### src/aux_gate_pkg.sv
package aux_gate_pkg;

  // ****************************************
  // Register map, byte addresses on APB
  // ****************************************
  localparam logic [7:0] level1_lo_addr = 8'h00;
  localparam logic [7:0] level1_hi_addr = 8'h04;
  localparam logic [7:0] level2_lo_addr = 8'h08;
  localparam logic [7:0] level2_hi_addr = 8'h0c;
  localparam logic [7:0] level3_lo_addr = 8'h10;
  localparam logic [7:0] level3_hi_addr = 8'h14;
  localparam logic [7:0] fault_status0_addr = 8'h18;
  localparam logic [7:0] check_ctrl_addr = 8'h1c;
  localparam logic [7:0] check_result_addr = 8'h20;

  // ****************************************
  // Enable field positions
  // ****************************************
  localparam int aux_ctrl_bit = 0;
  localparam int ext_ctrl_bit = 1;
  localparam int err_inject_bit = 5;
  localparam int power_bit = 7;
  localparam int thread_sid_bit = 10;
  localparam int scheme_bit = 11;
  localparam int perf_bit = 12;

  localparam logic [63:0] enable_mask = 64'h0000_0000_0000_1ca3;
  localparam logic [63:0] aux_reset = 64'h0000_0000_0000_0000;

  // ****************************************
  // Check request fields
  // ****************************************
  localparam int level_lsb = 0;
  localparam int nonsecure_pos = 2;
  localparam int class_lsb = 4;
  localparam int result_allow_pos = 0;
  localparam int result_trap_lsb = 4;

  typedef enum logic [1:0] {
    level0,
    level1,
    level2,
    level3
  } priv_level_t;

  typedef enum logic [2:0] {
    class_aux_ctrl,
    class_ext_ctrl,
    class_err_inject,
    class_power,
    class_thread_sid,
    class_scheme,
    class_perf
  } reg_class_t;

endpackage

### src/gate_if.sv
`timescale 1ns/1ns
`default_nettype none
interface gate_if;
  logic [63:0] level2_en;
  logic [63:0] level3_en;
  logic nonsecure;
  aux_gate_pkg::priv_level_t level;
  aux_gate_pkg::reg_class_t reg_class;
  logic allow;
  aux_gate_pkg::priv_level_t trap_level;
  modport regs (output level2_en, level3_en, nonsecure, level, reg_class,
    input allow, trap_level);
  modport gate (input level2_en, level3_en, nonsecure, level, reg_class,
    output allow, trap_level);
endinterface
`default_nettype wire

### src/aux_control_write_gate.sv
`timescale 1ns/1ns
`default_nettype none
// Summary of operation
// - Level-1 auxiliary control is 64 bits, all reserved, reads zero.
// - Level 3 may always write core auxiliary and extended control.
// - Level 2 writes need the level-3 bit of their class: bit 0 for aux, bit 1 for extended.
// - Level 1 aux writes need level-3 bit 0 and level-2 bit 0 or secure.
// - A refused write traps to the lowest level that denied it.
// - Level-2 bit 12 passes performance writes to non-secure level 1.
// - Level-2 bit 11 passes scheme-management writes to non-secure level 1.
// - Level-2 bit 10 passes thread scheme id writes to non-secure level 1.
// - Level-2 bit 7 passes power and cache counter writes to non-secure level 1.
// - Level-2 bit 5 passes pseudo-fault writes to non-secure level 1.
// - Level-2 bit 1 passes extended control writes to non-secure level 1.
// - Level-2 bit 0 passes auxiliary control writes to non-secure level 1.
// - Level-3 bit 12 passes performance writes to level 2 and secure level 1.
// - Level-3 bit 11 passes scheme-management writes to level 2, secure level 1.
// - Level-3 bit 10 passes thread scheme id writes to lower levels.
// - Level-3 bit 7 passes power and cache counter writes to lower levels.
// - Level-3 bit 5 passes pseudo-fault writes to lower levels.
// - Level-3 bit 1 passes extended control writes to lower levels.
// - Level-3 bit 0 passes auxiliary control writes to lower levels.
// - Level-2 and level-3 registers are 64 bits with reserved bits zero.
// - Reset clears every enable field in both registers.
// - Level-1 auxiliary fault status register is unused and reads zero.
module aux_control_write_gate (
  input wire logic clk,
  input wire logic reset,
  input wire logic psel,
  input wire logic penable,
  input wire logic pwrite,
  input wire logic [7:0] paddr,
  input wire logic [31:0] pwdata,
  output logic [31:0] prdata,
  output logic pready,
  output logic pslverr,
  input wire logic nonsecure_state_flag,
  input wire logic [1:0] cur_level,
  input wire logic [2:0] target_class,
  output logic write_allow,
  output logic [1:0] trap_level
);

  // ****************************************
  // Register state
  // ****************************************
  logic [63:0] aux_control_level2_reg;
  logic [63:0] aux_control_level3_reg;
  logic [7:0] check_ctrl_reg;
  logic [63:0] level2_next;
  logic [63:0] level3_next;
  logic [31:0] rdata_next;
  logic err_next;
  logic access;
  logic wr;
  logic [1:0] chk_level;
  logic [2:0] chk_class;

  gate_if gi ();

  assign access = psel && penable && !pready;
  assign wr = access && pwrite;

  // ****************************************
  // Gate evaluation
  // ****************************************
  // The software check register drives the gate; the pin request is used when
  // its valid bit is clear, so one gate serves both paths.
  assign chk_level = check_ctrl_reg[7] ? check_ctrl_reg[1:0] : cur_level;
  assign chk_class = check_ctrl_reg[7] ? check_ctrl_reg[6:4] : target_class;
  assign gi.level2_en = aux_control_level2_reg;
  assign gi.level3_en = aux_control_level3_reg;
  assign gi.nonsecure = check_ctrl_reg[7] ? check_ctrl_reg[2] : nonsecure_state_flag;
  assign gi.level = aux_gate_pkg::priv_level_t'(chk_level);
  assign gi.reg_class = aux_gate_pkg::reg_class_t'(chk_class);

  write_gate u_gate (
    .g(gi.gate)
  );

  // ****************************************
  // Write data path
  // ****************************************
  always_comb begin
    level2_next = aux_control_level2_reg;
    level3_next = aux_control_level3_reg;
    if (wr && paddr == aux_gate_pkg::level2_lo_addr) begin
      level2_next[31:0] = pwdata & aux_gate_pkg::enable_mask[31:0];
    end else if (wr && paddr == aux_gate_pkg::level2_hi_addr) begin
      level2_next[63:32] = pwdata & aux_gate_pkg::enable_mask[63:32];
    end
    if (wr && paddr == aux_gate_pkg::level3_lo_addr) begin
      level3_next[31:0] = pwdata & aux_gate_pkg::enable_mask[31:0];
    end else if (wr && paddr == aux_gate_pkg::level3_hi_addr) begin
      level3_next[63:32] = pwdata & aux_gate_pkg::enable_mask[63:32];
    end
  end

  always_ff @(posedge clk) begin
    if (reset) begin
      aux_control_level2_reg <= aux_gate_pkg::aux_reset;
      aux_control_level3_reg <= aux_gate_pkg::aux_reset;
    end else begin
      aux_control_level2_reg <= level2_next;
      aux_control_level3_reg <= level3_next;
    end
  end

  always_ff @(posedge clk) begin
    if (reset) begin
      check_ctrl_reg <= 8'h00;
    end else if (wr && paddr == aux_gate_pkg::check_ctrl_addr) begin
      check_ctrl_reg <= {pwdata[7], pwdata[6:4], 1'b0, pwdata[2:0]};
    end
  end

  // ****************************************
  // Read data path
  // ****************************************
  always_comb begin
    rdata_next = 32'h0000_0000;
    err_next = 1'b0;
    if (paddr == aux_gate_pkg::level1_lo_addr || paddr == aux_gate_pkg::level1_hi_addr) begin
      rdata_next = 32'h0000_0000;
    end else if (paddr == aux_gate_pkg::level2_lo_addr) begin
      rdata_next = aux_control_level2_reg[31:0];
    end else if (paddr == aux_gate_pkg::level2_hi_addr) begin
      rdata_next = aux_control_level2_reg[63:32];
    end else if (paddr == aux_gate_pkg::level3_lo_addr) begin
      rdata_next = aux_control_level3_reg[31:0];
    end else if (paddr == aux_gate_pkg::level3_hi_addr) begin
      rdata_next = aux_control_level3_reg[63:32];
    end else if (paddr == aux_gate_pkg::fault_status0_addr) begin
      rdata_next = 32'h0000_0000;
    end else if (paddr == aux_gate_pkg::check_ctrl_addr) begin
      rdata_next = {24'h00_0000, check_ctrl_reg};
    end else if (paddr == aux_gate_pkg::check_result_addr) begin
      rdata_next = {26'h000_0000, gi.trap_level, 3'h0, gi.allow};
    end else begin
      err_next = 1'b1;
    end
  end

  // One wait state keeps the answer registered.
  always_ff @(posedge clk) begin
    if (reset) begin
      pready <= 1'b0;
      prdata <= 32'h0000_0000;
      pslverr <= 1'b0;
    end else begin
      pready <= access;
      prdata <= (access && !pwrite) ? rdata_next : 32'h0000_0000;
      pslverr <= access && err_next;
    end
  end

  always_ff @(posedge clk) begin
    if (reset) begin
      write_allow <= 1'b0;
      trap_level <= 2'h0;
    end else begin
      write_allow <= gi.allow;
      trap_level <= gi.trap_level;
    end
  end

endmodule
`default_nettype wire

### src/write_gate.sv
`timescale 1ns/1ns
`default_nettype none
module write_gate (
  gate_if.gate g
);
  int pos;
  logic en2;
  logic en3;

  always_comb begin
    pos = aux_gate_pkg::aux_ctrl_bit;
    case (g.reg_class)
      aux_gate_pkg::class_aux_ctrl: pos = aux_gate_pkg::aux_ctrl_bit;
      aux_gate_pkg::class_ext_ctrl: pos = aux_gate_pkg::ext_ctrl_bit;
      aux_gate_pkg::class_err_inject: pos = aux_gate_pkg::err_inject_bit;
      aux_gate_pkg::class_power: pos = aux_gate_pkg::power_bit;
      aux_gate_pkg::class_thread_sid: pos = aux_gate_pkg::thread_sid_bit;
      aux_gate_pkg::class_scheme: pos = aux_gate_pkg::scheme_bit;
      aux_gate_pkg::class_perf: pos = aux_gate_pkg::perf_bit;
      default: pos = aux_gate_pkg::aux_ctrl_bit;
    endcase
    en2 = g.level2_en[pos];
    en3 = g.level3_en[pos];
    g.allow = 1'b1;
    g.trap_level = aux_gate_pkg::level1;
    case (g.level)
      aux_gate_pkg::level3: begin
        g.allow = 1'b1;
      end
      aux_gate_pkg::level2: begin
        g.allow = en3;
        g.trap_level = aux_gate_pkg::level3;
      end
      default: begin
        // Lowest denying level wins: level 2 first, then level 3.
        if (g.nonsecure && !en2) begin
          g.allow = 1'b0;
          g.trap_level = aux_gate_pkg::level2;
        end else if (!en3) begin
          g.allow = 1'b0;
          g.trap_level = aux_gate_pkg::level3;
        end else begin
          g.allow = 1'b1;
          g.trap_level = aux_gate_pkg::level3;
        end
      end
    endcase
  end
endmodule
`default_nettype wire

### config.mk
export PLATFORM = sky130hd
export DESIGN_NAME = aux_control_write_gate
export DESIGN_NICKNAME = d
export VERILOG_FILES = /design/src/aux_gate_pkg.sv /design/src/gate_if.sv /design/src/aux_control_write_gate.sv /design/src/write_gate.sv
export SDC_FILE = /design/constraint.sdc
export NUM_CORES = 1
export LEC_CHECK = 0
export BUFFER_PORTS_ARGS = -buffer_cell sky130_fd_sc_hd__clkbuf_2
export CAP_MARGIN = 20
export CORE_ASPECT_RATIO = 1.75
export CORE_UTILIZATION = 40
export DETAILED_ROUTE_END_ITERATION = 12
export PLACE_DENSITY = 0.71
export SLEW_MARGIN = 20
export SYNTH_ARGS = -nofsm -noshare
export SYNTH_HDL_FRONTEND = slang
export SYNTH_SLANG_ARGS = --single-unit
### constraint.sdc
create_clock -name clk -period 3.4 [get_ports clk]
set_input_delay 0.17 -clock clk [delete_from_list [all_inputs] [get_ports clk]]
set_output_delay 0.17 -clock clk [all_outputs]
set_load 0.01 [all_outputs]
# ---- Word level (Yosys, flattened, before mapping)
# Index checks and enable logic that the tools add are counted.
dict set report word_totals {
  ff_bits 58
  in_bits 51
  out_inout_bits 37
  elab_cells 75
}
dict set report classes {
  magnitude_cmp 1
  n_eq_ne 16
  n_mux 30
  bitwise 1
  reduce_logical 17
}
# op count
set ops {}
lappend ops {{$mux 13} 3}
lappend ops {{$eq 8x5->1 const B} 4}
lappend ops {{$mux 8} 3}
lappend ops {{$pmux 4 s6} 1}
lappend ops {{$eq 8x4->1 const B} 2}
lappend ops {{$mux 1} 16}
lappend ops {{$bmux 1 s6} 2}
lappend ops {{$eq 3x3->1 const B} 3}
lappend ops {{$logic_and 1x1->1} 9}
lappend ops {{$reduce_or 9->1} 1}
lappend ops {{$eq 8x3->1 const B} 1}
lappend ops {{$eq 8x6->1 const B} 1}
lappend ops {{$logic_not 8->1} 1}
lappend ops {{$reduce_or 8->1} 1}
lappend ops {{$lt 4x7->1 const B} 1}
lappend ops {{$eq 3x2->1 const B} 2}
lappend ops {{$mux 6} 1}
lappend ops {{$eq 2x2->1 const B} 2}
lappend ops {{$pmux 2 s2} 1}
lappend ops {{$eq 3x1->1 const B} 1}
lappend ops {{$logic_not 1->1} 3}
lappend ops {{$mux 3} 1}
lappend ops {{$reduce_or 3->1} 1}
lappend ops {{$mux 2} 1}
lappend ops {{other kinds (3)} 3}

# ---- Longest topological paths before layout
dict set report depth {
  ltp_word 17
  mapped_depth 8
  mapped_depth_nobuf 6
}

# ---- Modules after synthesis
# From an unflattened synthesis, not the netlist that was laid out.
dict set report unflattened {
  hier_cells 229
  hier_area_um2 2188.3
}
# mod instances cells_per_inst area_each_um2 seq_area_each_um2
set by_module_without_submodules {}
lappend by_module_without_submodules {aux_control_write_gate 1 186 1889.3 720.7}
lappend by_module_without_submodules {write_gate 1 43 299.0 0.0}

# ---- Worst setup path before layout
# Ideal clock, no wire load.
dict set report synth_timing {
  kind {reg-to-reg}
  from {reg check_ctrl_reg[7]}
  to {reg prdata[4]}
  setup_ns 0.116
  arrival_ns 1.937
  required_time_ns 3.284
  slack_ns 1.348
  stages_incl_launch_ff 8
  n_path_buf 1
  synth_period_minus_slack_ns 2.052
  cell_sequence {dfxtp_1 buf_6 mux2i_4 mux2_4 a221o_1 a221oi_2 o21ai_1 and3_1}
}
dict set report synth_between {
  elab_chain_len 12
  elab_cells_between_ends 21
  classes_between {eq/ne: 8; mux: 11; reduce/logical: 2}
}
# element line_no
set synth_lines {}
lappend synth_lines {{start, declared} aux_control_write_gate.sv:49} ;# logic [7:0] check_ctrl_reg;
lappend synth_lines {{start signal, assigned} aux_control_write_gate.sv:113} ;# check_ctrl_reg <= {pwdata[7], pwdata[6:4], 1'b0, pwdata[2:0]};
lappend synth_lines {{$mux 3} aux_control_write_gate.sv:70} ;# assign chk_class = check_ctrl_reg[7] ? check_ctrl_reg[6:4] : target_class;
lappend synth_lines {{$eq 3x3->1 (tied with other cells)} write_gate.sv:12} ;# case (g.reg_class)
lappend synth_lines {{$pmux 4 s6} write_gate.sv:12}
lappend synth_lines {{$bmux 1 s6} write_gate.sv:22} ;# en2 = g.level2_en[pos];
lappend synth_lines {{$mux 1 (implied by the code) (2 in series)} write_gate.sv:22}
lappend synth_lines {{$logic_not 1->1} write_gate.sv:36} ;# if (g.nonsecure && !en2) begin
lappend synth_lines {{$logic_and 1x1->1} write_gate.sv:36}
lappend synth_lines {{$mux 1} write_gate.sv:36}
lappend synth_lines {{$pmux 2 s2 (*)} write_gate.sv:26} ;# case (g.level)
lappend synth_lines {{$mux 6 (*)} aux_control_write_gate.sv:137} ;# end else if (paddr == aux_gate_pkg::check_result_addr) begin
lappend synth_lines {{$mux 8 (*)} aux_control_write_gate.sv:135} ;# end else if (paddr == aux_gate_pkg::check_ctrl_addr) begin
lappend synth_lines {{end signal, assigned} aux_control_write_gate.sv:152} ;# prdata <= (access && !pwrite) ? rdata_next : 32'h0000_0000;
lappend synth_lines {{end, declared} aux_control_write_gate.sv:34} ;# output logic [31:0] prdata,
# Every way passes the cells marked *; elsewhere a longest branch is shown, timed or not. The select of a mux whose other input is x is not followed.
# A chain may end at the register's enable or synchronous reset.

# ---- Final worst setup path
dict set report layout_timing {
  from {reg check_ctrl_reg[7]}
  to {reg prdata[0]}
}
dict set report layout_between {
  elab_chain_len 17
  elab_cells_between_ends 30
  classes_between {eq/ne: 8; mux: 20; reduce/logical: 2}
}
# element line_no
set layout_lines {}
lappend layout_lines {{$mux 3} aux_control_write_gate.sv:70}
lappend layout_lines {{$eq 3x3->1 (tied with other cells)} write_gate.sv:12}
lappend layout_lines {{$pmux 4 s6} write_gate.sv:12}
lappend layout_lines {{$bmux 1 s6} write_gate.sv:22}
lappend layout_lines {{$mux 1 (implied by the code) (2 in series)} write_gate.sv:22}
lappend layout_lines {{$logic_not 1->1} write_gate.sv:36}
lappend layout_lines {{$logic_and 1x1->1} write_gate.sv:36}
lappend layout_lines {{$mux 1} write_gate.sv:36}
lappend layout_lines {{$pmux 1 s2 (*)} write_gate.sv:26}
lappend layout_lines {{$mux 6 (*)} aux_control_write_gate.sv:137}
lappend layout_lines {{$mux 8 (*)} aux_control_write_gate.sv:135}
lappend layout_lines {{$mux 8 (*)} aux_control_write_gate.sv:133} ;# end else if (paddr == aux_gate_pkg::fault_status0_addr) begin
lappend layout_lines {{$mux 8 (*)} aux_control_write_gate.sv:131} ;# end else if (paddr == aux_gate_pkg::level3_hi_addr) begin
lappend layout_lines {{$mux 13 (*)} aux_control_write_gate.sv:129} ;# end else if (paddr == aux_gate_pkg::level3_lo_addr) begin
lappend layout_lines {{$mux 13 (*)} aux_control_write_gate.sv:127} ;# end else if (paddr == aux_gate_pkg::level2_hi_addr) begin
lappend layout_lines {{$mux 13 (*)} aux_control_write_gate.sv:125} ;# end else if (paddr == aux_gate_pkg::level2_lo_addr) begin
# Marks and branches as above.

==> flow_summary.toml <==
[power_and_ir_drop]
worst_ir_drop_vdd_uv = 261
power-per-cell-area_mw_per_mm2 = 401
power.leakage_nw = 0.841

[clocking]
h-tree-depth = 2
root_buffer = "sky130_fd_sc_hd__clkbuf_8"
clockBufferDepth = 2
cts_hold_buffers = 0
post_cts_resized = 0
post-cts-setup-buffer-count = 0
clkSinkCount = 36
cts_tree = "done"
clkTransAtPathRegs_ps = 70
cts_buffers = 5
clock_insertion_delay_worst_skew_ps = 290

[floorplanning]
die_h_um = 90.3
std_cell_rows = 31
initial_core_util_pct = 42.5
design.core.area_mm2 = 0.00419
ioPinCount = 88
fp.dieArea_mm2 = 0.00474
fp.dieW_um = 52.5

[setup_path]
ff2ff_path_depth = 7
critPathArrivalTime_ps = 2390
crit_required_ps = 3570
timing.setup.critical_path_class = "register to register"
reg2reg_end = "prdata[0]$_SDFF_PP0_"
critPathCaptureType = "register"
flop_to_flop_setup_slack_ps = 1180
critPathMaxFanout = 8
timing.rr.start = "check_ctrl_reg[7]$_SDFFE_PP0P_"
cp-start-kind = "register"

[detailed_routing]
final_antenna_net_count = 0
viasPerCell = 4.99
route.vias.total = 1381
wl_met3_um = 147
drt-initial-drc-count = 19
met2_length_um = 2070
drc = 0
dr.pass1.iters = 4
route.top_layer_used = "met4"
routed_wl_um = 3610
route.layer.met1.wl_um = 1270
wire_per_inst_um = 13.0

[cells_and_area]
antenna-diode-count = 0
synth_to_final_area_change_pct = 14.8
drive_gt1_share_pct = 27.6
top_register = "prdata"
largest_register_ffs = 10
final_nets = 279
multi_input_comb_area_um2 = 930
layout.filler_cells = 394
regArea_um2 = 721
fin_area_mm2 = 0.00205

[sta]
finalWorstPathRequiredPeriod_ps = 2220
finalSetupViolations = 0
clock.fmax_mhz = 451
fin_tns_setup_ps = 0
layout_worst_path_cycle_share_pct = 65.2
max-slew-margin-rel_pct = 47.5
final_hold_violation_count = 0
final_max_slew_viol_count = 0
clock-skew-final_ps = 4.12
rsz_0062_raised_after_global_routing = "false"
tightestPinTransition_ps = 783

[synthesis]
syn_area_per_cell_um2 = 9.68
post_synthesis_cells = 184
synth-warning-count = 0
post_synthesis_compound_gate_area_fraction_pct = 8.71
synth_cell_types = 39
area_share_of_the_largest_cell_type_after_synthesis_pct = 40.4
post_synth_xor_area_fraction_pct = 0
seq_area_frac_synth_pct = 40.4
ys.flop_type = "sky130_fd_sc_hd__dfxtp_1"
register_bit_total_from_synthesis = 36
synth_mux_area_share_pct = 19.5
synth-edff-count = 0
async_reset_ff_share_pct = 0
synth_top_family_by_area = "multiplexers"
synth_area_leader_cell = "sky130_fd_sc_hd__dfxtp_1"
synth_simple_gate_area_share_pct = 19.3
synth.area.top_cells = "sky130_fd_sc_hd__dfxtp_1 (40%), sky130_fd_sc_hd__mux2i_1 (12%), sky130_fd_sc_hd__buf_4 (9.7%)"
synth-adder-area-share_pct = 0
synth.cell_area_mm2 = 0.00178

[grt]
grt_max_degree = 26
overflow = 0
global_route_wire_length_before_repair_um = 5820
grt_antenna_before_repair = 0
number_of_global_route_vias_before_repair = 1294
grt.total_usage_pct = 16.7

[worst_hold_path]
min-delay-path-class = "input port to register"
hold_end = "check_ctrl_reg[4]$_SDFFE_PP0P_"
whs_path_depth = 3
hold_start = "pwdata[4]"

[placed_design]
half_perimeter_wire_length_after_detailed_placement_um = 2790
port_buffers = 43
dpl-instance-area_mm2 = 0.00195
routabilityCongestion = 0.831

[outcome]
run_status = "complete, no violations"

[run]
drv.max_cap_violation_count = 0
-- placed cells by master (no fill, tap or decap), drive strengths merged, types with 3 or more instances in the layout --
master  count
nor2       32
nand2       8
a22oi       6
dfxtp      36
nor2b       3
clkbuf     50
a21oi       5
mux2i      25
o21ai       3
nand3       4
and3        6
conb       22
-- logic make-up after synthesis --
logic type             count (synthesis)
flip-flops                            36
AND/OR/NAND/NOR                       66
buffers and inverters                 31
AO/OA/AOI/OAI                         22
multiplexers                          28
other                                  1
-- Yosys cell counts, types with 2 or more instances --
master	n
sky130_fd_sc_hd__nor2_1	31
sky130_fd_sc_hd__clkbuf_1	5
sky130_fd_sc_hd__nand2b_1	2
sky130_fd_sc_hd__and3_1	6
sky130_fd_sc_hd__a31oi_1	2
sky130_fd_sc_hd__a21oi_1	5
sky130_fd_sc_hd__mux4_2	2
sky130_fd_sc_hd__nand3_1	4
sky130_fd_sc_hd__dfxtp_1	36
sky130_fd_sc_hd__inv_1	2
sky130_fd_sc_hd__o21ai_0	2
sky130_fd_sc_hd__mux2i_4	3
sky130_fd_sc_hd__nor2b_1	3
sky130_fd_sc_hd__nand2_1	8
sky130_fd_sc_hd__a22oi_1	6
sky130_fd_sc_hd__buf_4	23
sky130_fd_sc_hd__mux2i_1	22
-- worst max-delay path by stage --
stage                                         from                                     end  cells after the start
finish              check_ctrl_reg[7]$_SDFFE_PP0P_                    prdata[0]$_SDFF_PP0_                      7
global route        check_ctrl_reg[7]$_SDFFE_PP0P_                    prdata[0]$_SDFF_PP0_                      7
CTS                 check_ctrl_reg[7]$_SDFFE_PP0P_                    prdata[0]$_SDFF_PP0_                      7
detailed placement                        paddr[1]  aux_control_level2_reg[7]$_SDFFE_PP0P_                      7
global placement                          paddr[1]  aux_control_level2_reg[7]$_SDFFE_PP0P_                      7
floorplan           check_ctrl_reg[7]$_SDFFE_PP0P_                    prdata[4]$_SDFF_PP0_                      7
-- layout make-up --
class | instances | share of cell area [%]
multi-input combinational | 138 | 45.4
clock buffer | 7 | 4.71
tap | 49 | 3.00
timing repair buffer | 45 | 11.3
sequential | 36 | 35.2
inverter | 2 | 0.367
-- critical path, stage by stage (launching register included) --
cell and delay, ps:
sky130_fd_sc_hd__dfxtp_1 390, sky130_fd_sc_hd__buf_4 210, sky130_fd_sc_hd__mux2i_4 340, sky130_fd_sc_hd__mux4_2 520, sky130_fd_sc_hd__nor2b_1 140, sky130_fd_sc_hd__a211o_1 280
sky130_fd_sc_hd__or3b_1 160, sky130_fd_sc_hd__a21oi_1 60
-- power by group --
part / switching, mW / total [mW] / internal (mW)
clock: 0.146 / 0.327 / 0.180
sequential: 0.00102 / 0.426 / 0.425
combinational: 0.0421 / 0.0673 / 0.0253
total: 0.189 / 0.820 / 0.630
-- metal layers --
metal | GRT usage, % | vias up
li1 | - | 685
met1 | 16.1 | 636
met2 | 30.1 | 50
met3 | 3.70 | 10
met4 | 10.1 | 0
met5 | 0 | -
-- stage by stage --
| step | util [%] | setup WS [ps] | hold WS, ps | total power, mW | cells |
|---|---|---|---|---|---|
| after floorplan | - | 1350 | 317 | 0.491 | 205 |
| after global routing | 48.8 | 1070 | 112 | 0.860 | 277 |
| after global placement | 46.5 | 1060 | 404 | 0.502 | 270 |
| after CTS | 48.8 | 1160 | 120 | 0.825 | 277 |
| after detailed placement | 46.5 | 1050 | 416 | 0.503 | 270 |
| final | 48.8 | 1180 | 113 | 0.820 | 277 |
No activity file was read; power rests on OpenSTA's default activity.
